[src/apd_pkg.sv]
// Purpose: constants for the page-mode DRAM host controller
// Assumes: 40 MHz clock, 12 shared address pins, 32-bit data
// Notes:   timing counts derive from times in ns
package apd_pkg;
  // ==========================================================
  // Widths and clock period
  localparam int unsigned ROW_W  = 12;
  localparam int unsigned COL_W  = 10;
  localparam int unsigned ADDR_W = 12;
  localparam int unsigned DATA_W = 32;
  localparam int unsigned CLK_NS = 25;
  // ==========================================================
  // Timing, in ns (refresh period in ms) as printed or chosen, then in cycles
  localparam int unsigned ROW_PRE_NS   = 40;
  localparam int unsigned COL_PRE_NS   = 10;
  localparam int unsigned STROBE_NS    = 60;
  localparam int unsigned REF_PERIOD_MS = 64;
  localparam int unsigned REF_ROWS     = 4096;
  localparam int unsigned ROW_PRE_CYC  = (ROW_PRE_NS + CLK_NS - 1) / CLK_NS;
  localparam int unsigned COL_PRE_CYC  = (COL_PRE_NS + CLK_NS - 1) / CLK_NS;
  localparam int unsigned STROBE_CYC   = (STROBE_NS + CLK_NS - 1) / CLK_NS;
  // Longest spacing between refreshes rounds down
  localparam int unsigned REF_INT_CYC  =
    (REF_PERIOD_MS * 1000000 / REF_ROWS) / CLK_NS;
  localparam int unsigned CNT_W = 16;
  localparam logic [CNT_W-1:0] CNT_ZERO = 16'h0000;
  // ==========================================================
  // Controller states
  typedef enum logic [3:0] {
    ST_IDLE   = 4'h0,
    ST_ROW    = 4'h1,
    ST_COL    = 4'h2,
    ST_CPRE   = 4'h3,
    ST_OPEN   = 4'h4,
    ST_RPRE   = 4'h5,
    ST_CBR_C  = 4'h6,
    ST_CBR_R  = 4'h7,
    ST_CBR_E  = 4'h8
  } apd_state_t;
endpackage : apd_pkg

[src/apd_host.sv]
// Purpose: host controller driving an async page-mode DRAM module
// Assumes: strobes and address are driven from flip-flops
// Notes:   presence store bus is left to a separate I2C master
`timescale 1ns/10ps
`default_nettype none
// What this block does
// - Write strobe level alone picks read (high) or write (low).
// - Late write: raise output enable before driving write data (this block issues early writes only).
// - Access opens with row address on row fall, then column.
// - Further columns: keep row low, new column per column pulse.
// - Raising row strobe ends the page and closes the row.
// - Every row must be activated once per refresh period.
// - 4096 column-before-row refreshes spread over each 64 ms.
// - Presence store reached over I2C, three select pins, eight addresses (left to a separate I2C master).
module apd_host
  import apd_pkg::*;
(
  input  wire logic              clock_i,
  input  wire logic              rstn_i,
  input  wire logic              clk_en_i,
  input  wire logic              req_valid_i,
  input  wire logic              req_write_i,
  input  wire logic [ROW_W-1:0]  req_row_i,
  input  wire logic [COL_W-1:0]  req_col_i,
  input  wire logic [DATA_W-1:0] req_wdata_i,
  input  wire logic              req_last_i,
  input  wire logic              edo_mode_i,
  output logic                   req_ready_o,
  output logic                   rsp_valid_o,
  output logic      [DATA_W-1:0] rsp_rdata_o,
  output logic                   busy_o,
  output logic      [ADDR_W-1:0] mem_addr_o,
  output logic                   row_strobe_n_o,
  output logic                   col_strobe_n_o,
  output logic                   write_n_o,
  output logic                   out_en_n_o,
  input  wire logic [DATA_W-1:0] mem_dq_i,
  output logic      [DATA_W-1:0] mem_dq_o,
  output logic                   mem_dq_oe_o
);
  // ==========================================================
  // Reset release and pin synchroniser
  logic              rst_s1_q;
  logic              rst_n;
  logic [DATA_W-1:0] dq_s1_q;
  logic [DATA_W-1:0] dq_s2_q;
  always_ff @(posedge clock_i or negedge rstn_i)
  begin
    if (!rstn_i)
    begin
      rst_s1_q <= 1'b0;
      rst_n    <= 1'b0;
    end
    else
    begin
      rst_s1_q <= 1'b1;
      rst_n    <= rst_s1_q;
    end
  end
  always_ff @(posedge clock_i or negedge rst_n)
  begin
    if (!rst_n)
    begin
      dq_s1_q <= '0;
      dq_s2_q <= '0;
    end
    else if (clk_en_i)
    begin
      dq_s1_q <= mem_dq_i;
      dq_s2_q <= dq_s1_q;
    end
  end
  // ==========================================================
  // State and counters
  apd_state_t       st_q;
  apd_state_t       st_d;
  logic [CNT_W-1:0] cnt_q;
  logic [CNT_W-1:0] cnt_d;
  logic [CNT_W-1:0] ref_q;
  logic             ref_pend_q;
  logic             wr_q;
  logic             last_q;
  logic [COL_W-1:0] col_q;
  logic [DATA_W-1:0] wd_q;
  logic             samp_q;
  logic             samp2_q;
  function automatic logic [CNT_W-1:0] cyc(input int unsigned n);
    cyc = CNT_W'(n - 1);
  endfunction : cyc
  wire logic cnt_done = (cnt_q == CNT_ZERO);
  wire logic ref_tick = (ref_q == CNT_ZERO);
  wire logic take     = req_valid_i && !ref_pend_q;
  // Refresh waits for idle so no open page is cut short
  always_comb
  begin
    st_d  = st_q;
    cnt_d = cnt_done ? cnt_q : CNT_W'(cnt_q - 1'b1);
    case (st_q)
      ST_IDLE:
        if (cnt_done && ref_pend_q)
        begin
          st_d  = ST_CBR_C;
          cnt_d = cyc(STROBE_CYC);
        end
        else if (cnt_done && take)
        begin
          st_d  = ST_ROW;
          cnt_d = cyc(STROBE_CYC);
        end
      ST_ROW:
        if (cnt_done)
        begin
          st_d  = ST_COL;
          cnt_d = cyc(STROBE_CYC);
        end
      ST_COL:
        if (cnt_done)
        begin
          st_d  = ST_CPRE;
          cnt_d = cyc(COL_PRE_CYC);
        end
      ST_CPRE:
        if (cnt_done)
          st_d = last_q ? ST_RPRE : ST_OPEN;
      ST_OPEN:
        if (req_valid_i)
        begin
          st_d  = ST_COL;
          cnt_d = cyc(STROBE_CYC);
        end
      ST_RPRE:
      begin
        st_d  = ST_IDLE;
        cnt_d = cyc(ROW_PRE_CYC);
      end
      ST_CBR_C:
        if (cnt_done)
        begin
          st_d  = ST_CBR_R;
          cnt_d = cyc(STROBE_CYC);
        end
      ST_CBR_R:
        if (cnt_done)
          st_d = ST_CBR_E;
      ST_CBR_E:
      begin
        st_d  = ST_IDLE;
        cnt_d = cyc(ROW_PRE_CYC);
      end
      default:
        st_d = ST_IDLE;
    endcase
  end
  wire logic col_start = (st_d == ST_COL) && (st_q != ST_COL);
  wire logic col_end   = (st_q == ST_COL) && cnt_done;
  // EXTENDED_OUTPUT_PAGE_ACCESS keeps data past column rise, so sample one cycle later
  wire logic samp      = col_end && !wr_q;
  // Pin data reaches dq_s2_q two edges late, so the take is delayed too
  wire logic rd_take   = edo_mode_i ? samp2_q : samp_q;
  always_ff @(posedge clock_i or negedge rst_n)
  begin
    if (!rst_n)
    begin
      samp_q  <= 1'b0;
      samp2_q <= 1'b0;
    end
    else if (clk_en_i)
    begin
      samp_q  <= samp;
      samp2_q <= samp_q;
    end
  end
  always_ff @(posedge clock_i or negedge rst_n)
  begin
    if (!rst_n)
    begin
      st_q       <= ST_IDLE;
      cnt_q      <= CNT_ZERO;
      ref_q      <= CNT_ZERO;
      ref_pend_q <= 1'b0;
    end
    else if (clk_en_i)
    begin
      st_q  <= st_d;
      cnt_q <= cnt_d;
      ref_q <= ref_tick ? cyc(REF_INT_CYC) : CNT_W'(ref_q - 1'b1);
      // A tick in the serve cycle is kept: set wins over clear
      if (ref_tick)
        ref_pend_q <= 1'b1;
      else if (st_q == ST_CBR_E)
        ref_pend_q <= 1'b0;
    end
  end
  // ==========================================================
  // Request capture
  always_ff @(posedge clock_i or negedge rst_n)
  begin
    if (!rst_n)
    begin
      wr_q   <= 1'b0;
      last_q <= 1'b0;
      col_q  <= '0;
      wd_q   <= '0;
    end
    else if (clk_en_i && col_start)
    begin
      wr_q   <= req_write_i;
      last_q <= req_last_i;
      col_q  <= req_col_i;
      wd_q   <= req_wdata_i;
    end
  end
  // ==========================================================
  // Pin drive
  always_ff @(posedge clock_i or negedge rst_n)
  begin
    if (!rst_n)
    begin
      mem_addr_o     <= '0;
      row_strobe_n_o <= 1'b1;
      col_strobe_n_o <= 1'b1;
      write_n_o      <= 1'b1;
      out_en_n_o     <= 1'b1;
      mem_dq_o       <= '0;
      mem_dq_oe_o    <= 1'b0;
      req_ready_o    <= 1'b0;
      rsp_valid_o    <= 1'b0;
      busy_o         <= 1'b0;
    end
    else if (clk_en_i)
    begin
      // Row on pins first, then column, each held by state
      if (st_d == ST_ROW)
        mem_addr_o <= req_row_i;
      else if (col_start)
        mem_addr_o <= ADDR_W'(req_col_i);
      // Row low for the whole page, high ends it
      row_strobe_n_o <= !(st_d inside {ST_COL, ST_CPRE, ST_OPEN, ST_CBR_R}
                          || (st_d == ST_ROW && cnt_q != CNT_ZERO)
                          || st_q == ST_ROW);
      // Column falls before row for refresh, no address needed
      // Column falls one cycle after its address appears, giving setup
      col_strobe_n_o <= !((st_d == ST_COL && !col_start)
                          || st_d == ST_CBR_C
                          || st_d == ST_CBR_R);
      // Early write only: write low before column falls
      write_n_o      <= !(col_start ? req_write_i
                          : (st_d == ST_COL && wr_q));
      // Output enable stays high on writes so data never collides
      out_en_n_o     <= !(st_d == ST_COL && !(col_start ? req_write_i : wr_q));
      mem_dq_o       <= col_start ? req_wdata_i : wd_q;
      mem_dq_oe_o    <= (st_d == ST_COL) && (col_start ? req_write_i : wr_q);
      req_ready_o    <= col_start;
      // Fast-page data floats at column rise, sample before it
      rsp_valid_o    <= rd_take;
      busy_o         <= (st_d != ST_IDLE);
    end
  end
  apd_rdbuf apd_rdbuf_i (
    .clock_i (clock_i),
    .rst_n_i (rst_n),
    .en_i    (clk_en_i),
    .wr_i    (rd_take),
    .wdata_i (dq_s2_q),
    .rdata_o (rsp_rdata_o)
  );
endmodule : apd_host
`default_nettype wire

[src/apd_rdbuf.sv]
// Purpose: holds the read word caught from the module data pins
// Assumes: single clock, write and read on same edge domain
// Notes:   read data leaves a register
`timescale 1ns/10ps
`default_nettype none
module apd_rdbuf
  import apd_pkg::*;
(
  input  wire logic              clock_i,
  input  wire logic              rst_n_i,
  input  wire logic              en_i,
  input  wire logic              wr_i,
  input  wire logic [DATA_W-1:0] wdata_i,
  output logic      [DATA_W-1:0] rdata_o
);
  // ==========================================================
  // Storage
  always_ff @(posedge clock_i or negedge rst_n_i)
  begin
    if (!rst_n_i)
      rdata_o <= '0;
    else if (en_i && wr_i)
      rdata_o <= wdata_i;
  end
endmodule : apd_rdbuf
`default_nettype wire

[config.mk]
export PLATFORM = sky130hd
export DESIGN_NAME = apd_host
export DESIGN_NICKNAME = d
export VERILOG_FILES = /design/src/apd_pkg.sv /design/src/apd_host.sv /design/src/apd_rdbuf.sv
export SDC_FILE = /design/constraint.sdc
export NUM_CORES = 1
export LEC_CHECK = 0
export ABC_AREA = 1
export BUFFER_PORTS_ARGS = -buffer_cell sky130_fd_sc_hd__buf_2
export CAP_MARGIN = 20
export CORE_MARGIN = 4
export CORE_UTILIZATION = 35
export CTS_BUF_LIST = sky130_fd_sc_hd__clkbuf_8 sky130_fd_sc_hd__clkbuf_16
export CTS_CLUSTER_DIAMETER = 80
export DETAILED_ROUTE_END_ITERATION = 16
export GPL_ROUTABILITY_DRIVEN = 1
export GPL_TIMING_DRIVEN = 0
export PLACE_DENSITY = 0.62
export REMOVE_ABC_BUFFERS = 1
export SETUP_SLACK_MARGIN = 0.05
export SLEW_MARGIN = 20
export SYNTH_ARGS = -nofsm -noshare
export SYNTH_HDL_FRONTEND = slang
export SYNTH_SLANG_ARGS = --single-unit
[constraint.sdc]
create_clock -name clock_i -period 18.9 [get_ports clock_i]
set_input_delay 1.89 -clock clock_i [delete_from_list [all_inputs] [get_ports clock_i]]
set_output_delay 1.89 -clock clock_i [all_outputs]
set_load 0.05 [all_outputs]
Word-level counts from Yosys, hierarchy flattened

Index checks and enable logic that the tools add are counted.

Logic and storage cells: 104
Flip-flop bits (word level): 223
Output and inout bits: 84
Bits of input ports: 93

Reduce and logical (&&, ||, !) cells: 37
Add/subtract/negate cells: 2
Eq/ne operators: 15
Muxes and demuxes: 26

Operators by type and width:

| operator              | count |
|---|---|
| $mux 16               | 7 |
| $pmux 16 s5           | 1 |
| $logic_not 16->1      | 2 |
| $mux 32               | 1 |
| $mux 4                | 8 |
| $sub 16x1->16 const B | 2 |
| $eq 4x3->1 const B    | 7 |
| $pmux 4 s7            | 1 |
| $mux 12               | 2 |
| $eq 4x2->1 const B    | 4 |
| $reduce_bool 16->1    | 1 |
| $logic_and 1x1->1     | 13 |
| $eq 4x1->1 const B    | 2 |
| $logic_not 1->1       | 8 |
| $reduce_bool 4->1     | 2 |
| $mux 1                | 6 |
| $eq 4x4->1 const B    | 1 |
| $logic_not 4->1       | 1 |
| $logic_or 1x1->1      | 4 |
| $ne 4x2->1 const B    | 1 |
| $reduce_and 2->1      | 2 |
| $reduce_bool 2->1     | 2 |
| $reduce_or 2->1       | 2 |

Depth between registers and ports, before layout

Depth after elaboration: 13
Depth in mapped cells: 19
Gate-level depth less buffers: 17

Hierarchy

A second synthesis with hierarchy kept.

Cell total of the unflattened synthesis: 1,166
Area, all modules: 9,796.9 µm²

Modules (own cells, without submodules):

| module    | area each (µm²) | seq. area each (µm²) | times used | cells each |
|---|---|---|---|---|
| apd_host  | 8,429.3         | 4,784.6              | 1          | 1,026 |
| apd_rdbuf | 1,367.6         | 800.8                | 1          | 140 |

Least setup slack after synthesis

No wires, ideal clock.

Path type: input -> register
Start point: input port req_valid_i
End point: register wd_q[12]
Setup slack: 15.643 ns
Path buffers: 2
Data arrival time: 3.139 ns
Required time: 18.782 ns
Setup time: 0.118 ns
Cell stages on the path: 11
Cell sequence: inv_1 > o211ai_1 > nand2_1 > nor2_1 > nand3_1 > nor2_2 > nand4_4 > buf_6 > buf_2 > nand2_1 > nand2_1

Longest elaborated chain between the ends: 8
Elaborated cells on any way between the ends: 9
Those cells by class: eq/ne (1); mux (4); reduce/logical (4)

RTL lines:

| element               | line            | text |
|---|---|---|
| start, declared       | apd_host.sv:21  | `input wire logic req_valid_i,` |
| $logic_and 1x1->1     | apd_host.sv:92  | `wire logic take = req_valid_i && !ref_pend_q;` |
| $logic_and 1x1->1     | apd_host.sv:105 | `else if (cnt_done && take)` |
| $mux 4                | apd_host.sv:105 |  |
| $mux 4                | apd_host.sv:100 | `if (cnt_done && ref_pend_q)` |
| $pmux 4 s7 (*)        | apd_host.sv:98  | `case (st_q)` |
| $eq 4x2->1 (*)        | apd_host.sv:154 | `wire logic col_start = (st_d == ST_COL) && (st_q != ST_COL);` |
| $logic_and 1x1->1 (*) | apd_host.sv:154 |  |
| $logic_and 1x1->1 (*) | apd_host.sv:205 | `else if (clk_en_i && col_start)` |
| end signal, assigned  | apd_host.sv:210 | `wd_q <= req_wdata_i;` |
| end, declared         | apd_host.sv:84  | `logic [DATA_W-1:0] wd_q;` |

Mark *: on every way between the ends. The rest lies on a longest branch, timed or not.
A chain may end at the register's enable or synchronous reset.

Final worst setup path

Start point: input port req_valid_i
End point: register mem_dq_o[18]

Longest elaborated chain between the ends: 8
Elaborated cells on any way between the ends: 9
Those cells by class: eq/ne (1); mux (5); reduce/logical (3)

RTL lines:

| element               | line            | text |
|---|---|---|
| $logic_and 1x1->1     | apd_host.sv:92  |  |
| $logic_and 1x1->1     | apd_host.sv:105 |  |
| $mux 4                | apd_host.sv:105 |  |
| $mux 4                | apd_host.sv:100 |  |
| $pmux 4 s7 (*)        | apd_host.sv:98  |  |
| $eq 4x2->1 (*)        | apd_host.sv:154 |  |
| $logic_and 1x1->1 (*) | apd_host.sv:154 |  |
| $mux 32 (*)           | apd_host.sv:251 | `mem_dq_o <= col_start ? req_wdata_i : wd_q;` |
| end signal, assigned  | apd_host.sv:251 |  |
| end, declared         | apd_host.sv:38  | `output logic [DATA_W-1:0] mem_dq_o,` |

Marks and branches as above.

==> metrics.md <==
| Metric | Value |
|---|---|
| Setup violators final | `0` |
| Max_slew headroom | `0.4171` |
| Seq/Total Area, Yosys | `0.5851` |
| Worst R2R Path Depth | `13` |
| CP Launch Type | `primary input` |
| Routed via count | `7,816` |
| Initial Utilization | `0.3552` |
| Crit-path cells | `buf_2 > inv_1 > o211ai_1 > nand2_1 > nor2_1 > nand3_1 > nor2_2 > nand4_4 > inv_2 > nand2_1 > nand3_1` |
| Data arrival, critical path | `4.76 ns` |
| Worst skew pair latency | `0.51 ns` |
| Register area | `5589 um2` |
| Core area | `26,880 um2` |
| Asr flop ratio synth | `1.000` |
| Site Rows | `60` |
| Worst-margin pin slew | `between 0.8 and 0.9 ns` |
| Hold_buf cts | `0` |
| Root Buffer | `clkbuf_16` |
| Total CTS buffers | `26` |
| Final Skew | `0.008000 ns` |
| Pre-CTS setup slack | `about 14 ns` |
| Aggregate global routing overflow | `0` |
| Fin crit period | `4.315 ns` |
| Ys flop type | `dfrtp_1` |
| Max Cap Violations | `0` |
| Worst hold path type | `reg2async` |
| Instance count on the critical path | `11` |
| Required time worst endpoint | `19.35 ns` |
| Ys Warns | `0` |
| Chip Width | `about 170 um` |
| RSZ-0062 raised after global routing | `no` |
| Layout cell share with drive strength beyond 1 | `0.1998` |
| Initial antenna violation count | `0` |
| Gpl congestion | `approximately 0.91` |
| TritonCTS clock tree | `built` |
| Clock transition at the registers of the reported paths | `0.06 ns` |
| Worst path max stage delay | `0.84 ns` |
| Buffer and inverter count on the worst path | `3` |
| Cell area after synthesis | `between 9000 and 10,000 um2` |
| Pleak | `6.315 nW` |
| Syn avg cell area | `8.531 um2` |
| Clock buffer depth | `3` |
| # Post-CTS Setup Buffers | `0` |
| All-Layer GR Usage | `0.1545` |
| Port Buf Inserts | `around 180` |
| CP Capture Type | `flop` |
| DR iter-0 viols | `around 680` |
| Filler cell count | `2,666` |
| Footprint of the multi-input gates | `3448 um2` |
| CP max stage cell | `inv_2` |
| Vias in the first global route | `7,809` |
| PD cells | `166.2 nW/um2` |
| ANT nets after route | `0` |
| Drt total wl | `23.12 mm` |
| Router iterations before antenna repair | `5` |
| Fmax | `~230 MHz` |
| Syn-to-layout area delta | `23.25%` |
| Die height | `between 150 and 200 um` |
| Unique masters post-synth | `38` |
| Post-synth EDFFs | `0` |
| Fin worst setup slack | `~15 ns` |
| CTS Sinks | `223` |
| Fin crit share | `0.2283` |
| Largest net degree at the start of global routing | `130` |
| Reg2Reg Setup Slack | `15.08 ns` |
| Post-CTS resize count | `0` |
| H-tree levels | `1` |
| Register bit count reported by yosys | `223` |
| Drt via density | `roughly 4.8` |
| First-pass GRT wire length | `approximately 40 mm` |
| Final slew viol count | `0` |
| Remaining DRCs | `0` |
| Run status | `finished clean` |
| # IOs | `approximately 180` |
| WL/cell | `14.07 um` |
| Setup TNS Final | `0 ns` |
| Kind of cell adding the most delay to the critical path | `simple AND/OR/NAND/NOR gates` |
| Setup CP Type | `in2reg` |
| Placed wire-length estimate | `between 15 and 20 mm` |
| Cells after Synth | `1,119` |
| Die area | `29,980 um2` |
| CP Max Fanout | `49` |
| Maximum VDD drop | `0.09308 mV` |
| Final net count | `between 1,000 and 1,500` |
| Final Hold Fails | `0` |
-- per-layer routing --
| metal | share of wire | GRT usage | up-vias |
|---|---|---|---|
| li1 | - | - | 3881 |
| met1 | 0.47 | 0.2212 | 3684 |
| met2 | 0.44 | 0.2427 | 217 |
| met3 | 0.067 | 0.03236 | 34 |
| met4 | 0.017 | 0.03592 | 0 |
| met5 | 0 | 0 | - |
-- logic make-up (layout without fill, tap and decap cells) --
logic type / after synthesis / after routing / share of synthesized area
AOI/OAI and AO/OA: 108 / 108 / 0.05911
xor gates and xnor gates: 11 / 11 / 0.01009
adders and majority gates: 4 / 4 / 0.005243
buffers and inverters: 132 / 314 / 0.05609
DFF: 223 / 223 / 0.5851
other: 1 / 2 / 0.0003928
and+or+nand+nor: 640 / 640 / 0.2840
-- report_power, final --
group	switching (mW)	internal (mW)
sequential	0.0854	0.622
clock	0.194	0.303
combinational	0.546	0.205
-- layout make-up --
class / count / share of cell area
sequential: 223 / 0.4750
multi-input combinational: 764 / 0.2931
timing repair buffer: 185 / 0.09549
clock buffer: 32 / 0.06327
tap: 341 / 0.03626
inverter: 84 / 0.02722
clock inverter: 13 / 0.009464
antenna: 1 / 0.0002127
-- metrics by stage --
step           std cells  total power [mW]  area, um2    util  hold WS [ns]
2_1_floorplan       1071             1.256       9326       -        0.3312
3_3_place_gp        1588             1.446      10630  0.3957        0.3375
3_5_place_dp        1597             1.472      10910  0.4059        0.3242
4_1_cts             1642             1.982      11760  0.4377        0.3300
5_1_grt             1642             2.095      11760  0.4377        0.3585
6_report            1643             1.956      11770  0.4378        0.2968
-- path summary, 6_finish.rpt --
path | start | end
worst max-delay path | req_valid_i | mem_dq_o[18]
worst min-delay path | rst_n | mem_addr_o[10]
worst max register to register | cnt_q[0] | mem_dq_o[18]
worst min register to register | rst_n | mem_addr_o[10]
max in group asynchronous | rst_n | wd_q[3]
min in group clock_i | rst_s1_q | rst_n
-- sequential cells by signal (all words and copies together), names as in the netlist, 4 cells and up --
name / cells
apd_rdbuf_i.rdata_o: 32
dq_s1_q: 32
dq_s2_q: 32
mem_dq_o: 32
wd_q: 32
cnt_q: 16
ref_q: 16
mem_addr_o: 12
st_q: 4
-- placed cells by master, fill, tap and decap left out, types with 2 or more instances in the layout --
master and count:
nand2_1 425, dfrtp_1 218, buf_2 175, nand3_1 112
inv_1 85, o21ai_0 81, nor2_1 55, clkbuf_16 27
a21oi_1 16, nand4_1 10, or2_2 8, nor3_1 7
xor2_1 7, buf_16 7, nand2_2 5, inv_2 5
clkbuf_8 5, nor2_2 4, xnor2_1 4, ha_1 4
dfstp_2 4, nor2_4 3, nor3b_1 3, nor4_1 2
o31ai_1 2, o22ai_1 2, clkinv_2 2, clkinvlp_4 2
bufinv_16 2, buf_12 2
-- cell usage after synthesis, types with 5 or more instances --
cell | n | area [um2]
or2_2 | 8 | 50.05
xor2_1 | 7 | 61.31
nand4_1 | 10 | 62.56
o21ai_0 | 82 | 410.4
nor2_1 | 55 | 206.5
nand2_1 | 425 | 1595
inv_2 | 6 | 22.52
clkbuf_1 | 26 | 97.59
dfrtp_1 | 219 | 5480
inv_1 | 78 | 292.8
nor3_1 | 7 | 35.03
buf_2 | 8 | 40.04
nand3_1 | 113 | 565.5
buf_1 | 8 | 30.03
a21oi_1 | 16 | 80.08
nand2_2 | 5 | 31.28
(Power assumes the default switching activity.)
